### src/verilog/spc_pkg.sv
// package with register map, field layout and types for the shutdown pin block
package spc_pkg;
    localparam int ADDR_W = 4;
    localparam int DATA_W = 32;
    localparam int CFG_W = 16;
    // register byte offsets
    localparam logic [3:0] OFF_PACK_CFG = 4'h0;
    localparam logic [3:0] OFF_CONTROL = 4'h4;
    localparam logic [3:0] OFF_POWER_STATE = 4'h8;
    localparam logic [3:0] OFF_NV_LOCATION = 4'hc;
    // control subcommands
    localparam logic [15:0] CMD_ARM = 16'h0013;
    localparam logic [15:0] CMD_DISARM = 16'h0014;
    // control status bit positions
    localparam int STAT_PIN_ACTIVE = 15;
    localparam int STAT_ARMED = 7;
    // nonvolatile location of the configuration word
    localparam logic [7:0] NV_SUBCLASS = 8'h40;
    localparam logic [7:0] NV_OFFSET = 8'h00;
    localparam int NV_SUBCLASS_POS = 8;
    // reset values
    localparam logic [15:0] PACK_CFG_RESET = 16'h0177;
    localparam logic ARMED_RESET = 1'b1;
    localparam logic PIN_ACTIVE_RESET = 1'b0;

    typedef struct packed {
        logic spareCapacityNoloadComp;
        logic [2:0] unusedHigh;
        logic adcGroundChoice;
        logic wakeCurrentLevel;
        logic currentRangeHi;
        logic currentRangeLo;
        logic unusedLow;
        logic resistanceFactorStepping;
        logic sleepEnable;
        logic capacityFillOnTerm;
        logic pinDrivePullup;
        logic pinPolarityChoice;
        logic powerOffFeatureEnable;
        logic thermistorChoice;
    } spc_cfg_type;

    typedef enum logic [1:0] {
        PWR_NORMAL,
        PWR_SLEEP,
        PWR_HIBERNATE
    } spc_power_type;

    typedef struct packed {
        logic level;
        logic oeN;
    } spc_pin_type;

    localparam spc_pin_type PIN_HIZ = '{level: 1'b0, oeN: 1'b1};
    localparam spc_pin_type PIN_LOW = '{level: 1'b0, oeN: 1'b0};
    localparam spc_pin_type PIN_HIGH = '{level: 1'b1, oeN: 1'b0};
endpackage : spc_pkg

### src/verilog/spc_shutdown_pin.sv
// power-off pin control, pack configuration word and power state logic
//
// Operation
// - control status bit 15 shows the power-off pin is active, zero after reset
// - control status bit 7 holds the armed flag, one after reset
// - subcommand 0x0013 sets the armed flag
// - subcommand 0x0014 clears the armed flag
// - writing the feature enable bit set also sets the armed flag
// - pin goes to shutdown state only while hibernating and armed
// - pin levels per pull-up and polarity, normal then shutdown state
// - pin is high impedance during power-on reset regardless of polarity
// - pull-up change takes effect only after the next power-on reset; the code reloads the default at reset, so the pin stays open-drain
// - configuration word lives in nonvolatile subclass 64 at offset zero
// - configuration word bit layout of high and low bytes
// - spare capacity bit selects no-load compensation, default zero
// - ground choice bit picks main or alternate ground, default zero
// - wake level and current range bits set wake, defaults 0/0/1
// - resistance stepping bit enables factor stepping, default one
// - sleep enable bit allows sleep state, default one
// - capacity fill bit loads full capacity on termination, default one
// - pull-up bit at low bit 3 makes the pin push-pull, default zero
// - polarity bit clear means low at shutdown, set means high, default one
// - feature enable bit shows shutdown feature enabled, default one
// - thermistor bit selects external thermistor, default one
// - hibernate is a very low power state from low voltage or low current
//
// Added by the designer: the Avalon-MM slave port.
`timescale 1ns/100ps
module spc_shutdown_pin (
    input wire logic clk,
    input wire logic reset,
    input wire logic [spc_pkg::ADDR_W-1:0] address,
    input wire logic read,
    input wire logic write,
    input wire logic [spc_pkg::DATA_W-1:0] writedata,
    output logic [spc_pkg::DATA_W-1:0] readdata,
    output logic waitrequest,
    input wire logic lowCellVoltage,
    input wire logic lowLoadCurrent,
    input wire logic sleepCondition,
    input wire logic wakeEvent,
    output spc_pkg::spc_power_type powerState,
    output logic powerOffPinOut,
    output logic powerOffPinOeN,
    output logic spareCapacityNoloadComp,
    output logic adcGroundChoice,
    output logic wakeCurrentLevel,
    output logic [1:0] currentRange,
    output logic resistanceFactorStepping,
    output logic sleepEnable,
    output logic capacityFillOnTerm,
    output logic thermistorChoice
);
    spc_pkg::spc_cfg_type cfg;
    spc_pkg::spc_pin_type pin;
    spc_pkg::spc_pin_type next_pin;
    spc_pkg::spc_power_type next_powerState;
    logic armed;
    logic pinActive;
    logic pullupLatched;
    logic loadPending;
    logic ackDone;
    logic busReq;
    logic accept;
    logic cfgWrite;
    logic ctrlWrite;
    logic shutdownReq;
    logic [15:0] ctrlStatus;
    logic [spc_pkg::DATA_W-1:0] next_readdata;

    // bus handshake: one wait cycle, then the answer
    assign busReq = read | write;
    assign waitrequest = busReq & ~ackDone;
    assign accept = busReq & ackDone;
    assign cfgWrite = accept & write & (address == spc_pkg::OFF_PACK_CFG);
    assign ctrlWrite = accept & write & (address == spc_pkg::OFF_CONTROL);

    always_ff @(posedge clk or posedge reset) begin
        if (reset) begin
            ackDone <= 1'b0;
        end else begin
            ackDone <= busReq & ~ackDone;
        end
    end

    always_comb begin
        ctrlStatus = 16'h0000;
        ctrlStatus[spc_pkg::STAT_PIN_ACTIVE] = pinActive;
        ctrlStatus[spc_pkg::STAT_ARMED] = armed;
    end

    always_comb begin
        next_readdata = 32'h0000_0000;
        unique case (address)
            spc_pkg::OFF_PACK_CFG: next_readdata[spc_pkg::CFG_W-1:0] = cfg;
            spc_pkg::OFF_CONTROL: next_readdata[15:0] = ctrlStatus;
            spc_pkg::OFF_POWER_STATE: next_readdata[1:0] = powerState;
            spc_pkg::OFF_NV_LOCATION: next_readdata[15:0] =
                {spc_pkg::NV_SUBCLASS, spc_pkg::NV_OFFSET};
            default: next_readdata = 32'h0000_0000;
        endcase
    end

    always_ff @(posedge clk or posedge reset) begin
        if (reset) begin
            readdata <= 32'h0000_0000;
        end else if (read & ~ackDone) begin
            readdata <= next_readdata;
        end
    end

    // configuration loaded with its stored defaults at reset
    // field layout fixed by the packed struct
    always_ff @(posedge clk or posedge reset) begin
        if (reset) begin
            cfg <= spc_pkg::PACK_CFG_RESET;
        end else if (cfgWrite) begin
            cfg <= writedata[spc_pkg::CFG_W-1:0];
            cfg.unusedHigh <= 3'h0;
            cfg.unusedLow <= 1'b0;
        end
    end

    // pull-up sampled once after reset release only
    always_ff @(posedge clk or posedge reset) begin
        if (reset) begin
            loadPending <= 1'b1;
            pullupLatched <= 1'b0;
        end else if (loadPending) begin
            loadPending <= 1'b0;
            pullupLatched <= cfg.pinDrivePullup;
        end
    end

    always_ff @(posedge clk or posedge reset) begin
        if (reset) begin
            armed <= spc_pkg::ARMED_RESET;
        end else if ((ctrlWrite && writedata[15:0] == spc_pkg::CMD_ARM) ||
                     (cfgWrite && writedata[1])) begin
            // enable bit written set marks the feature on
            armed <= 1'b1;
        end else if (ctrlWrite && writedata[15:0] == spc_pkg::CMD_DISARM) begin
            armed <= 1'b0;
        end
    end

    always_comb begin
        next_powerState = powerState;
        unique case (powerState)
            spc_pkg::PWR_NORMAL, spc_pkg::PWR_SLEEP: begin
                if (lowCellVoltage | lowLoadCurrent) begin
                    next_powerState = spc_pkg::PWR_HIBERNATE;
                end else if (cfg.sleepEnable & sleepCondition) begin
                    next_powerState = spc_pkg::PWR_SLEEP;
                end else begin
                    next_powerState = spc_pkg::PWR_NORMAL;
                end
            end
            spc_pkg::PWR_HIBERNATE: begin
                if (wakeEvent) begin
                    next_powerState = spc_pkg::PWR_NORMAL;
                end
            end
            default: next_powerState = spc_pkg::PWR_NORMAL;
        endcase
    end

    always_ff @(posedge clk or posedge reset) begin
        if (reset) begin
            powerState <= spc_pkg::PWR_NORMAL;
        end else begin
            powerState <= next_powerState;
        end
    end

    // shutdown only in hibernate while armed
    assign shutdownReq = (powerState == spc_pkg::PWR_HIBERNATE) & armed;

    always_comb begin
        next_pin = spc_pkg::PIN_HIZ;
        unique case ({pullupLatched, cfg.pinPolarityChoice})
            2'b00: next_pin = shutdownReq ? spc_pkg::PIN_LOW : spc_pkg::PIN_HIZ;
            2'b01: next_pin = shutdownReq ? spc_pkg::PIN_HIZ : spc_pkg::PIN_LOW;
            2'b10: next_pin = shutdownReq ? spc_pkg::PIN_LOW : spc_pkg::PIN_HIGH;
            2'b11: next_pin = shutdownReq ? spc_pkg::PIN_HIGH : spc_pkg::PIN_LOW;
        endcase
    end

    always_ff @(posedge clk or posedge reset) begin
        if (reset) begin
            pin <= spc_pkg::PIN_HIZ;
            pinActive <= spc_pkg::PIN_ACTIVE_RESET;
        end else begin
            pin <= next_pin;
            pinActive <= shutdownReq;
        end
    end

    assign powerOffPinOut = pin.level;
    assign powerOffPinOeN = pin.oeN;

    assign spareCapacityNoloadComp = cfg.spareCapacityNoloadComp;
    assign adcGroundChoice = cfg.adcGroundChoice;
    assign wakeCurrentLevel = cfg.wakeCurrentLevel;
    assign currentRange = {cfg.currentRangeHi, cfg.currentRangeLo};
    assign resistanceFactorStepping = cfg.resistanceFactorStepping;
    assign sleepEnable = cfg.sleepEnable;
    assign capacityFillOnTerm = cfg.capacityFillOnTerm;
    assign thermistorChoice = cfg.thermistorChoice;

    // checks

    a_pin_reset_hiz: assert property (
        @(posedge clk) $fell(reset) |-> pin.oeN)
        else $error("pin not high impedance right after reset");

    a_reset_defaults: assert property (
        @(posedge clk) $fell(reset) |-> cfg == spc_pkg::PACK_CFG_RESET && armed && !pinActive)
        else $error("state after reset differs from defaults");

    a_status_pin_active: assert property (
        @(posedge clk) disable iff (reset)
        ctrlStatus[spc_pkg::STAT_PIN_ACTIVE] == pinActive
        && ctrlStatus[spc_pkg::STAT_ARMED] == armed
        && (pinActive == $past(shutdownReq)))
        else $error("status bits do not follow shutdown state");

    a_armed_held: assert property (
        @(posedge clk) disable iff (reset)
        !ctrlWrite && !cfgWrite |=> $stable(armed))
        else $error("armed flag changed without a write");

    a_arm_subcmd: assert property (
        @(posedge clk) disable iff (reset)
        ctrlWrite && writedata[15:0] == spc_pkg::CMD_ARM |=> armed)
        else $error("arm subcommand did not set armed flag");

    a_disarm_subcmd: assert property (
        @(posedge clk) disable iff (reset)
        ctrlWrite && writedata[15:0] == spc_pkg::CMD_DISARM |=> !armed)
        else $error("disarm subcommand did not clear armed flag");

    a_enable_arms: assert property (
        @(posedge clk) disable iff (reset)
        cfgWrite && writedata[1] |=> armed && cfg.powerOffFeatureEnable)
        else $error("feature enable write did not arm");

    a_enable_bit: assert property (
        @(posedge clk) disable iff (reset)
        cfgWrite |=> cfg.powerOffFeatureEnable == $past(writedata[1]))
        else $error("feature enable bit not stored");

    a_shutdown_hibernate: assert property (
        @(posedge clk) disable iff (reset)
        powerState != spc_pkg::PWR_HIBERNATE || !armed |=> !pinActive)
        else $error("pin active outside armed hibernate");

    a_disarm_release: assert property (
        @(posedge clk) disable iff (reset)
        !armed |=> !pinActive && pin == $past(next_pin))
        else $error("disarmed pin still in shutdown");

    // pin table, one check per pull-up, polarity and state
    a_pin_norm_00: assert property (
        @(posedge clk) disable iff (reset)
        !pullupLatched && !cfg.pinPolarityChoice && !shutdownReq |=> pin == spc_pkg::PIN_HIZ)
        else $error("open-drain low polarity normal level wrong");

    a_pin_shut_00: assert property (
        @(posedge clk) disable iff (reset)
        !pullupLatched && !cfg.pinPolarityChoice && shutdownReq |=> pin == spc_pkg::PIN_LOW)
        else $error("open-drain low polarity shutdown level wrong");

    a_pin_norm_01: assert property (
        @(posedge clk) disable iff (reset)
        !pullupLatched && cfg.pinPolarityChoice && !shutdownReq |=> pin == spc_pkg::PIN_LOW)
        else $error("open-drain high polarity normal level wrong");

    a_pin_shut_01: assert property (
        @(posedge clk) disable iff (reset)
        !pullupLatched && cfg.pinPolarityChoice && shutdownReq |=> pin == spc_pkg::PIN_HIZ)
        else $error("open-drain high polarity shutdown level wrong");

    a_pin_norm_10: assert property (
        @(posedge clk) disable iff (reset)
        pullupLatched && !cfg.pinPolarityChoice && !shutdownReq |=> pin == spc_pkg::PIN_HIGH)
        else $error("push-pull low polarity normal level wrong");

    a_pin_shut_10: assert property (
        @(posedge clk) disable iff (reset)
        pullupLatched && !cfg.pinPolarityChoice && shutdownReq |=> pin == spc_pkg::PIN_LOW)
        else $error("push-pull low polarity shutdown level wrong");

    a_pin_norm_11: assert property (
        @(posedge clk) disable iff (reset)
        pullupLatched && cfg.pinPolarityChoice && !shutdownReq |=> pin == spc_pkg::PIN_LOW)
        else $error("push-pull high polarity normal level wrong");

    a_pin_table: assert property (
        @(posedge clk) disable iff (reset)
        !loadPending && pullupLatched && cfg.pinPolarityChoice && shutdownReq
        |=> pin == spc_pkg::PIN_HIGH)
        else $error("push-pull high polarity shutdown level wrong");

    a_pullup_load: assert property (
        @(posedge clk) disable iff (reset)
        loadPending |=> pullupLatched == $past(cfg.pinDrivePullup))
        else $error("pull-up not latched after reset");

    a_pullup_held: assert property (
        @(posedge clk) disable iff (reset)
        !loadPending |=> $stable(pullupLatched))
        else $error("pull-up selection changed without reset");

    a_cfg_write_lands: assert property (
        @(posedge clk) disable iff (reset)
        cfgWrite |=> cfg == ($past(writedata[15:0]) & 16'h8f7f))
        else $error("configuration write not stored as laid out");

    a_unused_zero: assert property (
        @(posedge clk) disable iff (reset)
        cfg.unusedHigh == 3'h0 && !cfg.unusedLow)
        else $error("unused configuration bits not zero");

    a_cfg_held: assert property (
        @(posedge clk) disable iff (reset)
        !cfgWrite |=> $stable(cfg))
        else $error("configuration changed without a write");

    a_hibernate_entry: assert property (
        @(posedge clk) disable iff (reset)
        powerState != spc_pkg::PWR_HIBERNATE && (lowCellVoltage || lowLoadCurrent)
        |=> powerState == spc_pkg::PWR_HIBERNATE)
        else $error("hibernate not entered on low voltage or current");

    a_hibernate_held: assert property (
        @(posedge clk) disable iff (reset)
        powerState == spc_pkg::PWR_HIBERNATE && !wakeEvent
        |=> powerState == spc_pkg::PWR_HIBERNATE)
        else $error("hibernate left without wake");

    a_wake_exit: assert property (
        @(posedge clk) disable iff (reset)
        powerState == spc_pkg::PWR_HIBERNATE && wakeEvent
        |=> powerState == spc_pkg::PWR_NORMAL)
        else $error("wake did not return to normal");

    a_sleep_gated: assert property (
        @(posedge clk) disable iff (reset)
        powerState == spc_pkg::PWR_NORMAL && !cfg.sleepEnable
        |=> powerState != spc_pkg::PWR_SLEEP)
        else $error("sleep entered while disabled");

    a_sleep_entry: assert property (
        @(posedge clk) disable iff (reset)
        powerState != spc_pkg::PWR_HIBERNATE && !lowCellVoltage && !lowLoadCurrent
        && cfg.sleepEnable && sleepCondition |=> powerState == spc_pkg::PWR_SLEEP)
        else $error("sleep not entered when allowed");

    a_sleep_exit: assert property (
        @(posedge clk) disable iff (reset)
        powerState == spc_pkg::PWR_SLEEP && !sleepCondition && !lowCellVoltage
        && !lowLoadCurrent |=> powerState == spc_pkg::PWR_NORMAL)
        else $error("sleep not left when condition ended");

    // bus handshake
    a_bus_answer: assert property (
        @(posedge clk) disable iff (reset)
        busReq && waitrequest |=> !waitrequest)
        else $error("bus answer later than one wait cycle");

    a_bus_wait_first: assert property (
        @(posedge clk) disable iff (reset)
        $rose(busReq) |-> waitrequest)
        else $error("bus answered without a wait cycle");

    a_read_data: assert property (
        @(posedge clk) disable iff (reset)
        accept && read |-> readdata == $past(next_readdata))
        else $error("read data not loaded in the wait cycle");

    a_read_upper_zero: assert property (
        @(posedge clk) disable iff (reset)
        accept && read |-> readdata[31:16] == 16'h0000)
        else $error("upper read data bits not zero");
endmodule : spc_shutdown_pin

### config.mk
export PLATFORM = sky130hd
export DESIGN_NAME = spc_shutdown_pin
export DESIGN_NICKNAME = d
export VERILOG_FILES = /design/src/verilog/spc_pkg.sv /design/src/verilog/spc_shutdown_pin.sv
export SDC_FILE = /design/constraint.sdc
export NUM_CORES = 1
export LEC_CHECK = 0
export BUFFER_PORTS_ARGS = -buffer_cell sky130_fd_sc_hd__buf_2
export CORE_MARGIN = 5
export CORE_UTILIZATION = 39
export CTS_CLUSTER_DIAMETER = 100
export DETAILED_ROUTE_END_ITERATION = 7
export PLACE_DENSITY = 0.75
export SYNTH_ARGS = -nofsm -noshare
export SYNTH_HDL_FRONTEND = slang
export SYNTH_SLANG_ARGS = --single-unit
### constraint.sdc
create_clock -name clk -period 1.1 [get_ports clk]
set_input_delay 0.275 -clock clk [delete_from_list [all_inputs] [get_ports clk]]
set_output_delay 0.275 -clock clk [all_outputs]
set_load 0.005 [all_outputs]
==> impl_metrics.csv, run 1 <==
group,metric,value,unit
power,p_per_area,1340,nW/um^2
global_routing,grt_pass1_wl,6.02,mm
clocking,cts_tree,"built",
timing,hold_viol,0,
drt,num_vias,1318,
global_routing,grt_util_met3,0.0473,
synthesis,synth_top_family_by_area,"simple AND/OR/NAND/NOR gates",
die,core,4030,sq um
drt,drtPass1Iterations,4,
setup_path,required,0.82,ns
die,die_y,74.5,um
synthesis,netlist_instances,148,
global_routing,use_met1,0.191,
finish,instances_no_fill,294,
timing,timing.fmax,821,MHz
drt,antenna_left,0,
finish,area_growth,49.7,%
synthesis,synthArstFlopShare,1.00,
setup_path,cp_top_family,"flip-flops",
place,port_buffers,55,
place,post-place-cells,260,
synthesis,yosysWarnings,0,
timing,maxSlewViolCount,0,
clocking,clk-insertion-delay-late,0.28,ns
global_routing,grtUsageMet2,0.225,
drt,avgRoutedWirePerCell,13.6,um
setup_path,crit_path_end_kind,"output pin",
global_routing,gr-total-overflow,0,
setup_path,worst_path_largest_cell_delay,0.55,ns
drt,routed_wl,4.00,mm
global_routing,busiest_layer,"met2",
setup_path,arrival,0.94,ns
synthesis,synth_xor_area_frac,0.00540,
drt,first_iter_violations,61,
synthesis,syn_area,1620,sq um
finish,design_area,2430,sq um
synthesis,synthAdderAreaFrac,0,
drt,routed_via_density,4.48,
place,dp_hpwl,2.81,mm
status,status,"finished, violations left",
global_routing,first_global_vias,1224,
timing,worst_clock_skew,0.00286,ns
finish,drive_gt1_frac,0.570,
die,rows,23,
synthesis,synth_ff_type,"dfrtp_1",
synthesis,yosys.area.top_type,"dfrtp_1",
synthesis,ys_types,31,
synthesis,syn_area_per_cell,11.0,sq um
timing,setup_slack,-0.118,ns
synthesis,synth-edff-count,0,
synthesis,synthSimpleGateAreaFrac,0.152,
global_routing,grt_usage,0.146,
synthesis,synthTopCellsByArea,"dfrtp_1 39%, dfstp_2 16%, buf_4 9.3%",
die,dieArea,5550,sq um
timing,post-route-period-util,1.11,
status,violations,"setup timing",
clocking,htreeDepth,2,
finish,n_antenna_cell,0,
synthesis,synth.area.mux_share,0.0894,
synthesis,ys_ff_latch,35,
finish,layout_commonest_cell,"buf_2",
flow_run,cap_violations,0,
synthesis,synth-compound-area-share,0.0771,
power,vdd_drop_max,1.01,mV
clocking,root_buffer,"clkbuf_8",
power,leakage,0.00123,uW
setup_path,crit_fanout,2,
timing,rsz0062_at_grt,"true",
timing,fin_crit,1.22,ns
die,die_w,74.5,um
hold_path,hold_path.class,"input port to async pin",
setup_path,path_cells,"buf_2",
clocking,cts_made_buffers,5,
timing,setup_viol,23,
place,gp_congestion,0.817,
setup_path,path_class,"flip-flop to output pin",
finish,nNetsFinal,287,
place,placedInstanceArea,1990,sq um
die,ios,90,
global_routing,antenna_found_initial,0,
synthesis,synth_top_area_share,0.386,
clocking,cts_buffer_depth,2,
clocking,clkSlewWorstSetupHoldPaths,0.07,ns
drt,drc,0,
setup_path,crit_slowest_cell,"dfstp_2",
finish,most-common-layout-cells,"49 x buf_2, 35 x buf_4, 25 x nand2_1, 25 x dfrtp_1, 19 x conb_1",
die,start_util,0.403,
setup_path,path_buf_inv,1,
setup_path,startpoint_type,"flip-flop",
synthesis,ys_seq_area_frac,0.547,
global_routing,grt_max_degree,36,
clocking,clock_sinks,35,
clocking,postCtsHoldBufs,0,
[final timing paths]
path / from / to / slack, ns / cells past startpoint
max: sleepEnable / sleepEnable / -0.12 / 1
min: reset / readdata[0] / 0.02 / 3
max reg2reg: ackDone / armed / -0.11 / 4
min reg2reg: pullupLatched / powerOffPinOeN / 0.41 / 1
max in group asynchronous: reset / armed / 0.83 / 3
min in group clk: lowLoadCurrent / powerState[0] / 0.16 / 2
[stage by stage]
| step | hold WS, ns | setup TNS [ns] | util | setup WS (ns) | total power (uW) |
|---|---|---|---|---|---|
| global placement | 0.329 | -7.29 | 0.495 | -0.452 | 2110 |
| detailed placement | 0.330 | -7.86 | 0.495 | -0.480 | 2130 |
| global route | 0.0361 | -3.05 | 0.603 | -0.195 | 3430 |
| finish | 0.0212 | -1.89 | 0.603 | -0.118 | 3250 |
| floorplan | 0.345 | -3.46 | - | -0.284 | 1890 |
| CTS | 0.0162 | -2.00 | 0.563 | -0.135 | 3220 |
[synthesized netlist by cell type (2+ instances only)]
library cell and number:
buf_4 20, nor2_1 6, nor4b_1 2, nor4_1 2, nor3_1 2, dfrtp_1 25, inv_1 4, nand2_1 26
mux2_2 12, clkbuf_1 4, o31ai_1 2, a22oi_1 2, dfstp_2 10, o21ai_0 14
[metal layers]
layer	routed length [um]	vias up
met5	0	-
met4	50	0
met3	282	4
met2	1970	41
met1	1690	614
li1	-	659
[cell families after synthesis]
family / count (synthesis)
AO/OA/AOI/OAI: 21
other: 1
flip-flops: 35
multiplexers: 13
AND/OR/NAND/NOR: 47
XOR/XNOR: 1
buffers and inverters: 30
[flip-flops by register name, indices dropped and copies added (netlist names), 2 cells and up]
name	count
currentRange	2
powerState	2
readdata	14
cfg	3
[tightest hold or removal path: stages]
cell    delay [ns]
buf_2         0.09
inv_1         0.08
buf_12        0.22
[where the power goes]
part	switching [uW]	internal [uW]
sequential	96.5	1490
combinational	308	485
clock	429	443
total	834	2410
[what timing repair did]
item / in CTS / in global routing
setup endpoints to repair: 28 / 44
pin swaps: 3 / 6
setup buffers: 12 / 14
resized for setup: 26 / 13
[area by class of cell]
type	instances	area [sq um]
clock buffer	7	76.3
tap	50	62.6
clock inverter	1	5.00
inverter	4	15.0
timing repair buffer	96	676
sequential	35	888
fill	333	1600
multi-input combinational	101	706
(Power assumes the default switching activity.)
==> run 2: changes to the inputs <==
CORE_UTILIZATION = 41   (was 39)
CTS_BUF_LIST = sky130_fd_sc_hd__clkbuf_4   (was default)
PLACE_DENSITY = 0.78   (was 0.75)
==> impl_metrics.csv, run 2 (synthesized netlist as in run 1, its figures left out) <==
group,metric,value,unit
setup_path,r2r_slack,-0.12,ns
setup_path,crit_slowest_cell,"dfstp_2",
setup_path,rr_worst_depth,4,
power,vdd_drop_max,0.615,mV
setup_path,arrival,0.99,ns
die,core,3740,sq um
timing,maxSlewViolCount,0,
die,start_util,0.433,
finish,most-common-layout-cells,"50 x buf_2, 34 x buf_4, 26 x nand2_1, 25 x dfrtp_1, 19 x conb_1",
clocking,clk-insertion-delay-late,0.34,ns
finish,nNetsFinal,285,
clocking,cts_tree,"built",
die,die_y,72.9,um
setup_path,worst_path_largest_cell_delay,0.55,ns
place,placedInstanceArea,1970,sq um
drt,num_vias,1338,
power,clockPowerShare,0.224,
finish,largestRegisters,"readdata (14), cfg (3)",
place,gp_congestion,0.798,
finish,top_register,"readdata",
timing,setup_viol,41,
timing,rsz0062_at_grt,"true",
drt,routed-wl-met2,1.98,mm
drt,route.met3.wl,240,um
timing,hold_viol,0,
timing,setup_slack,-0.163,ns
setup_path,required,0.82,ns
setup_path,startpoint,"sleepEnable",
drt,maxUsedRoutingLayer,"met4",
clocking,htreeDepth,2,
global_routing,grt_max_degree,36,
drt,wl_met1,1.57,mm
timing,fin_crit,1.26,ns
drt,routed_wl,3.93,mm
drt,drtPass1Iterations,4,
setup_path,path_class,"flip-flop to output pin",
setup_path,cp_top_family,"flip-flops",
global_routing,grt_pass1_wl,6.11,mm
drt,antenna_left,0,
die,ios,90,
global_routing,gr-total-overflow,0,
setup_path,crit_fanout,2,
timing,worst_clock_skew,0.00602,ns
setup_path,startpoint_type,"flip-flop",
setup_path,path_cells,"buf_2",
power,p_switching,789,uW
clocking,root_buffer,"clkbuf_4",
die,dieArea,5320,sq um
die,die_w,72.9,um
flow_run,cap_violations,0,
timing,timing.fmax,792,MHz
global_routing,grt_usage,0.150,
power,p_total,2950,uW
status,status,"finished, violations left",
power,p_per_area,1280,nW/um^2
finish,area_growth,41.7,%
place,port_buffers,55,
drt,drc,0,
global_routing,first_global_vias,1304,
power,leakage,0.00118,uW
drt,first_iter_violations,53,
setup_path,r2r_start,"ackDone",
clocking,cts_made_buffers,5,
clocking,clkSlewWorstSetupHoldPaths,0.09,ns
place,dp_hpwl,2.76,mm
drt,avgRoutedWirePerCell,13.5,um
power,power_frac_seq,0.536,
setup_path,crit_path_end,"sleepEnable",
setup_path,crit_path_end_kind,"output pin",
timing,post-route-period-util,1.15,
status,violations,"setup timing",
finish,drive_gt1_frac,0.545,
clocking,clock_sinks,35,
setup_path,reg2reg_to,"armed",
clocking,cts_buffer_depth,2,
power,combPwrFrac,0.240,
finish,largest_register_ff_count,14,
finish,design_area,2300,sq um
finish,n_antenna_cell,0,
setup_path,cp.depth,1,
global_routing,antenna_found_initial,0,
drt,routed_via_density,4.61,
die,rows,22,
power,internal-power,2160,uW
hold_path,hold_path.class,"input port to flip-flop",
finish,layout_commonest_cell,"buf_2",
power,switching_share,0.268,
setup_path,path_buf_inv,1,
## run 2: changes by cell type in the layout (fill, tap and decap cells not counted), moves of 2 or more
| cell | change |
|---|---|
| clkbuf_1 | -2 |
| clkbuf_8 | -5 |
| clkbuf_4 | +6 |
| mux2_4 | -10 |
| mux2_2 | +10 |
| clkinv_1 | +2 |
| buf_8 | -4 |
## run 2: repair_timing
item,4_1_cts,5_1_grt
hold buffers,1,0
hold endpoints to repair,25,0
setup endpoints to repair,44,51
buffers inserted,18,8
gates resized for setup,8,10
pin swaps,7,1
## run 2: how the worst min path moves through the flow
stage,end,cells after the start,slack [ns],start
2_1_floorplan,powerState[0],1,0.35,lowCellVoltage
3_3_place_gp,readdata[15],3,0.33,reset
3_5_place_dp,readdata[15],3,0.33,reset
4_1_cts,powerState[0],2,0.1,lowCellVoltage
5_1_grt,powerState[0],2,0.1,lowCellVoltage
6_report,powerState[0],2,0.10,lowCellVoltage
## run 2: per-layer routing
layer	global-route usage	vias to the layer above
li1	-	651
met4	0.0984	0
met1	0.182	630
met3	0.0289	13
met2	0.242	44
met5	0	-
## run 2: per-stage QoR
stage	setup TNS (ns)	utilization	hold slack (ns)	cells	setup slack, ns
6_report	-2.65	0.614	0.100	290	-0.163
5_1_grt	-5.10	0.614	0.0983	290	-0.227
4_1_cts	-2.84	0.588	0.0962	282	-0.176
3_5_place_dp	-7.52	0.526	0.333	255	-0.461
3_3_place_gp	-7.15	0.526	0.329	255	-0.446
2_1_floorplan	-3.46	-	0.345	166	-0.284
## run 2: final cells by class
class / count / area, sq um
sequential: 35 / 888
fill: 320 / 1440
inverter: 4 / 15.0
clock buffer: 6 / 45.0
multi-input combinational: 101 / 649
timing repair buffer: 94 / 634
clock inverter: 2 / 7.51
tap: 48 / 60.1
## run 2: power by group through the flow
stage / sequential (uW) / clock, uW / combinational (uW)
floorplan: 1600 / 0 / 294
global placement: 1610 / 0 / 492
detailed placement: 1610 / 0 / 499
CTS: 1570 / 677 / 633
global route: 1600 / 734 / 770
finish: 1580 / 660 / 707
==> run 3: changes to the inputs <==
CORE_UTILIZATION = 49   (was 41)
PLACE_DENSITY = 0.87   (was 0.78)
clock period = 1.48 ns   (was 1.1 ns; I/O delays follow)
==> impl_metrics.csv, run 3 (synthesized netlist as in run 1, its figures left out) <==
group,metric,value,unit
status,status,"finished, final reports clean",
hold_path,hold_path.class,"input port to async pin",
setup_path,cp_top_family,"flip-flops",
global_routing,first_global_vias,1174,
drt,avgRoutedWirePerCell,13.3,um
finish,drive_gt1_frac,0.457,
clocking,root_buffer,"clkbuf_4",
timing,rsz0062_at_grt,"false",
timing,timing.fmax,722,MHz
setup_path,worst_path_largest_cell_delay,0.57,ns
drt,num_vias,1208,
die,ios,90,
finish,largestRegisters,"readdata (14), cfg (3)",
drt,first_iter_violations,39,
global_routing,gr-total-overflow,0,
power,leakage,0.000989,uW
clocking,clkSlewWorstSetupHoldPaths,0.10,ns
timing,setup_viol,0,
global_routing,grt_pass1_wl,5.36,mm
finish,instances_no_fill,252,
finish,n_antenna_cell,0,
timing,fin_crit,1.39,ns
setup_path,path_class,"flip-flop to output pin",
clocking,htreeDepth,2,
power,vdd_drop_max,0.523,mV
clocking,clk-insertion-delay-late,0.33,ns
clocking,cts_made_buffers,5,
die,core,3100,sq um
finish,register_area,888,sq um
drt,drc,0,
timing,hold_viol,0,
finish,n_fill_cell,270,
clocking,cts_buffer_depth,2,
setup_path,rr_worst_depth,4,
place,port_buffers,55,
setup_path,path_buf_inv,1,
setup_path,crit_path_end_kind,"output pin",
die,dieArea,4560,sq um
clocking,cts_tree,"built",
setup_path,r2r_start,"ackDone",
global_routing,grt_usage,0.163,
setup_path,arrival,1.02,ns
drt,routed_wl,3.36,mm
global_routing,grt_max_degree,36,
die,die_w,67.6,um
finish,most-common-layout-cells,"55 x buf_2, 26 x nand2_1, 25 x dfrtp_1, 19 x conb_1, 14 x o21ai_0",
setup_path,startpoint_type,"flip-flop",
finish,nNetsFinal,252,
setup_path,path_cells,"buf_2",
die,die_y,67.6,um
timing,worst_clock_skew,0.0120,ns
timing,post-route-period-util,0.936,
flow_run,cap_violations,0,
drt,drtPass1Iterations,4,
drt,antenna_left,0,
global_routing,antenna_found_initial,0,
clocking,clock_sinks,35,
place,post-place-cells,245,
power,p_per_area,1100,nW/um^2
setup_path,crit_slowest_cell,"dfstp_2",
finish,largest_register_ff_count,14,
finish,layout_commonest_cell,"buf_2",
place,gp_congestion,0.740,
setup_path,r2r_slack,0.18,ns
finish,top_register,"readdata",
finish,utilization,0.632,
finish,area_growth,20.9,%
timing,maxSlewViolCount,0,
place,dp_hpwl,2.62,mm
die,start_util,0.523,
die,rows,20,
setup_path,reg2reg_to,"armed",
setup_path,required,1.11,ns
setup_path,crit_fanout,4,
finish,multi_input_area,608,sq um
drt,routed_via_density,4.79,
-- run 3: cell count changes in the layout (fill, tap and decap cells not counted), moves of 2 or more --
cell and change:
buf_12 -2, buf_2 +5, buf_4 -28, buf_6 -7
clkinv_1 -2, mux2_2 +2, mux2_4 -2, nor2_1 +2
o21ai_0 +4, o21ai_1 -4
-- run 3: timing repair --
action / 4_1_cts / 5_1_grt
endpoints found under the hold margin: 0 / 0
hold buffers: 0 / 0
setup buffers: 0 / 0
gates resized for setup: 0 / 1
endpoints found under the setup margin: 0 / 1
-- run 3: layout make-up --
| cell class | instances | area share |
|---|---|---|
| clock buffers | 6 | 0.0230 |
| clock inverters | 1 | 0.0153 |
| inverters | 4 | 0.00765 |
| multi-input cells | 101 | 0.310 |
| flip-flops and latches | 35 | 0.453 |
| well taps | 44 | 0.0281 |
| repair buffers | 61 | 0.163 |
-- run 3: metal layers --
metal | GRT usage | vias up | wire length, um
met5 | 0 | - | 0
met4 | 0.0734 | 0 | 57
met3 | 0.0749 | 7 | 336
met2 | 0.266 | 48 | 1650
met1 | 0.181 | 568 | 1320
li1 | - | 585 | -
-- run 3: worst max-delay path by stage --
stage	from	endpoint	slack (ns)	depth (start not counted)
2_1_floorplan	address[1]	cfg[3]	-0.03	5
3_3_place_gp	address[1]	cfg[3]	-0.17	5
3_5_place_dp	address[1]	adcGroundChoice	-0.20	5
4_1_cts	ackDone	waitrequest	0.07	2
5_1_grt	ackDone	waitrequest	0.01	2
6_report	sleepEnable	sleepEnable	0.09	1
-- run 3: report_power, final --
part	internal (uW)	switching, uW	leakage (uW)
sequential	1100	74.5	0.000441
combinational	170	160	0.000506
clock	366	293	0.0000417
total	1640	528	0.000989
-- run 3: stage by stage --
stage          setup TNS, ns  setup WS (ns)  hold slack [ns]  cell area (sq um)  power, uW
2_1_floorplan        -0.0515        -0.0257            0.369               1710       1400
3_5_place_dp           -2.16         -0.197            0.389               1880       1530
6_report                   0         0.0941            0.116               1960       2170
4_1_cts                    0         0.0691            0.114               1960       2190
3_3_place_gp           -1.81         -0.167            0.374               1880       1510
5_1_grt                    0         0.0122            0.127               1960       2300
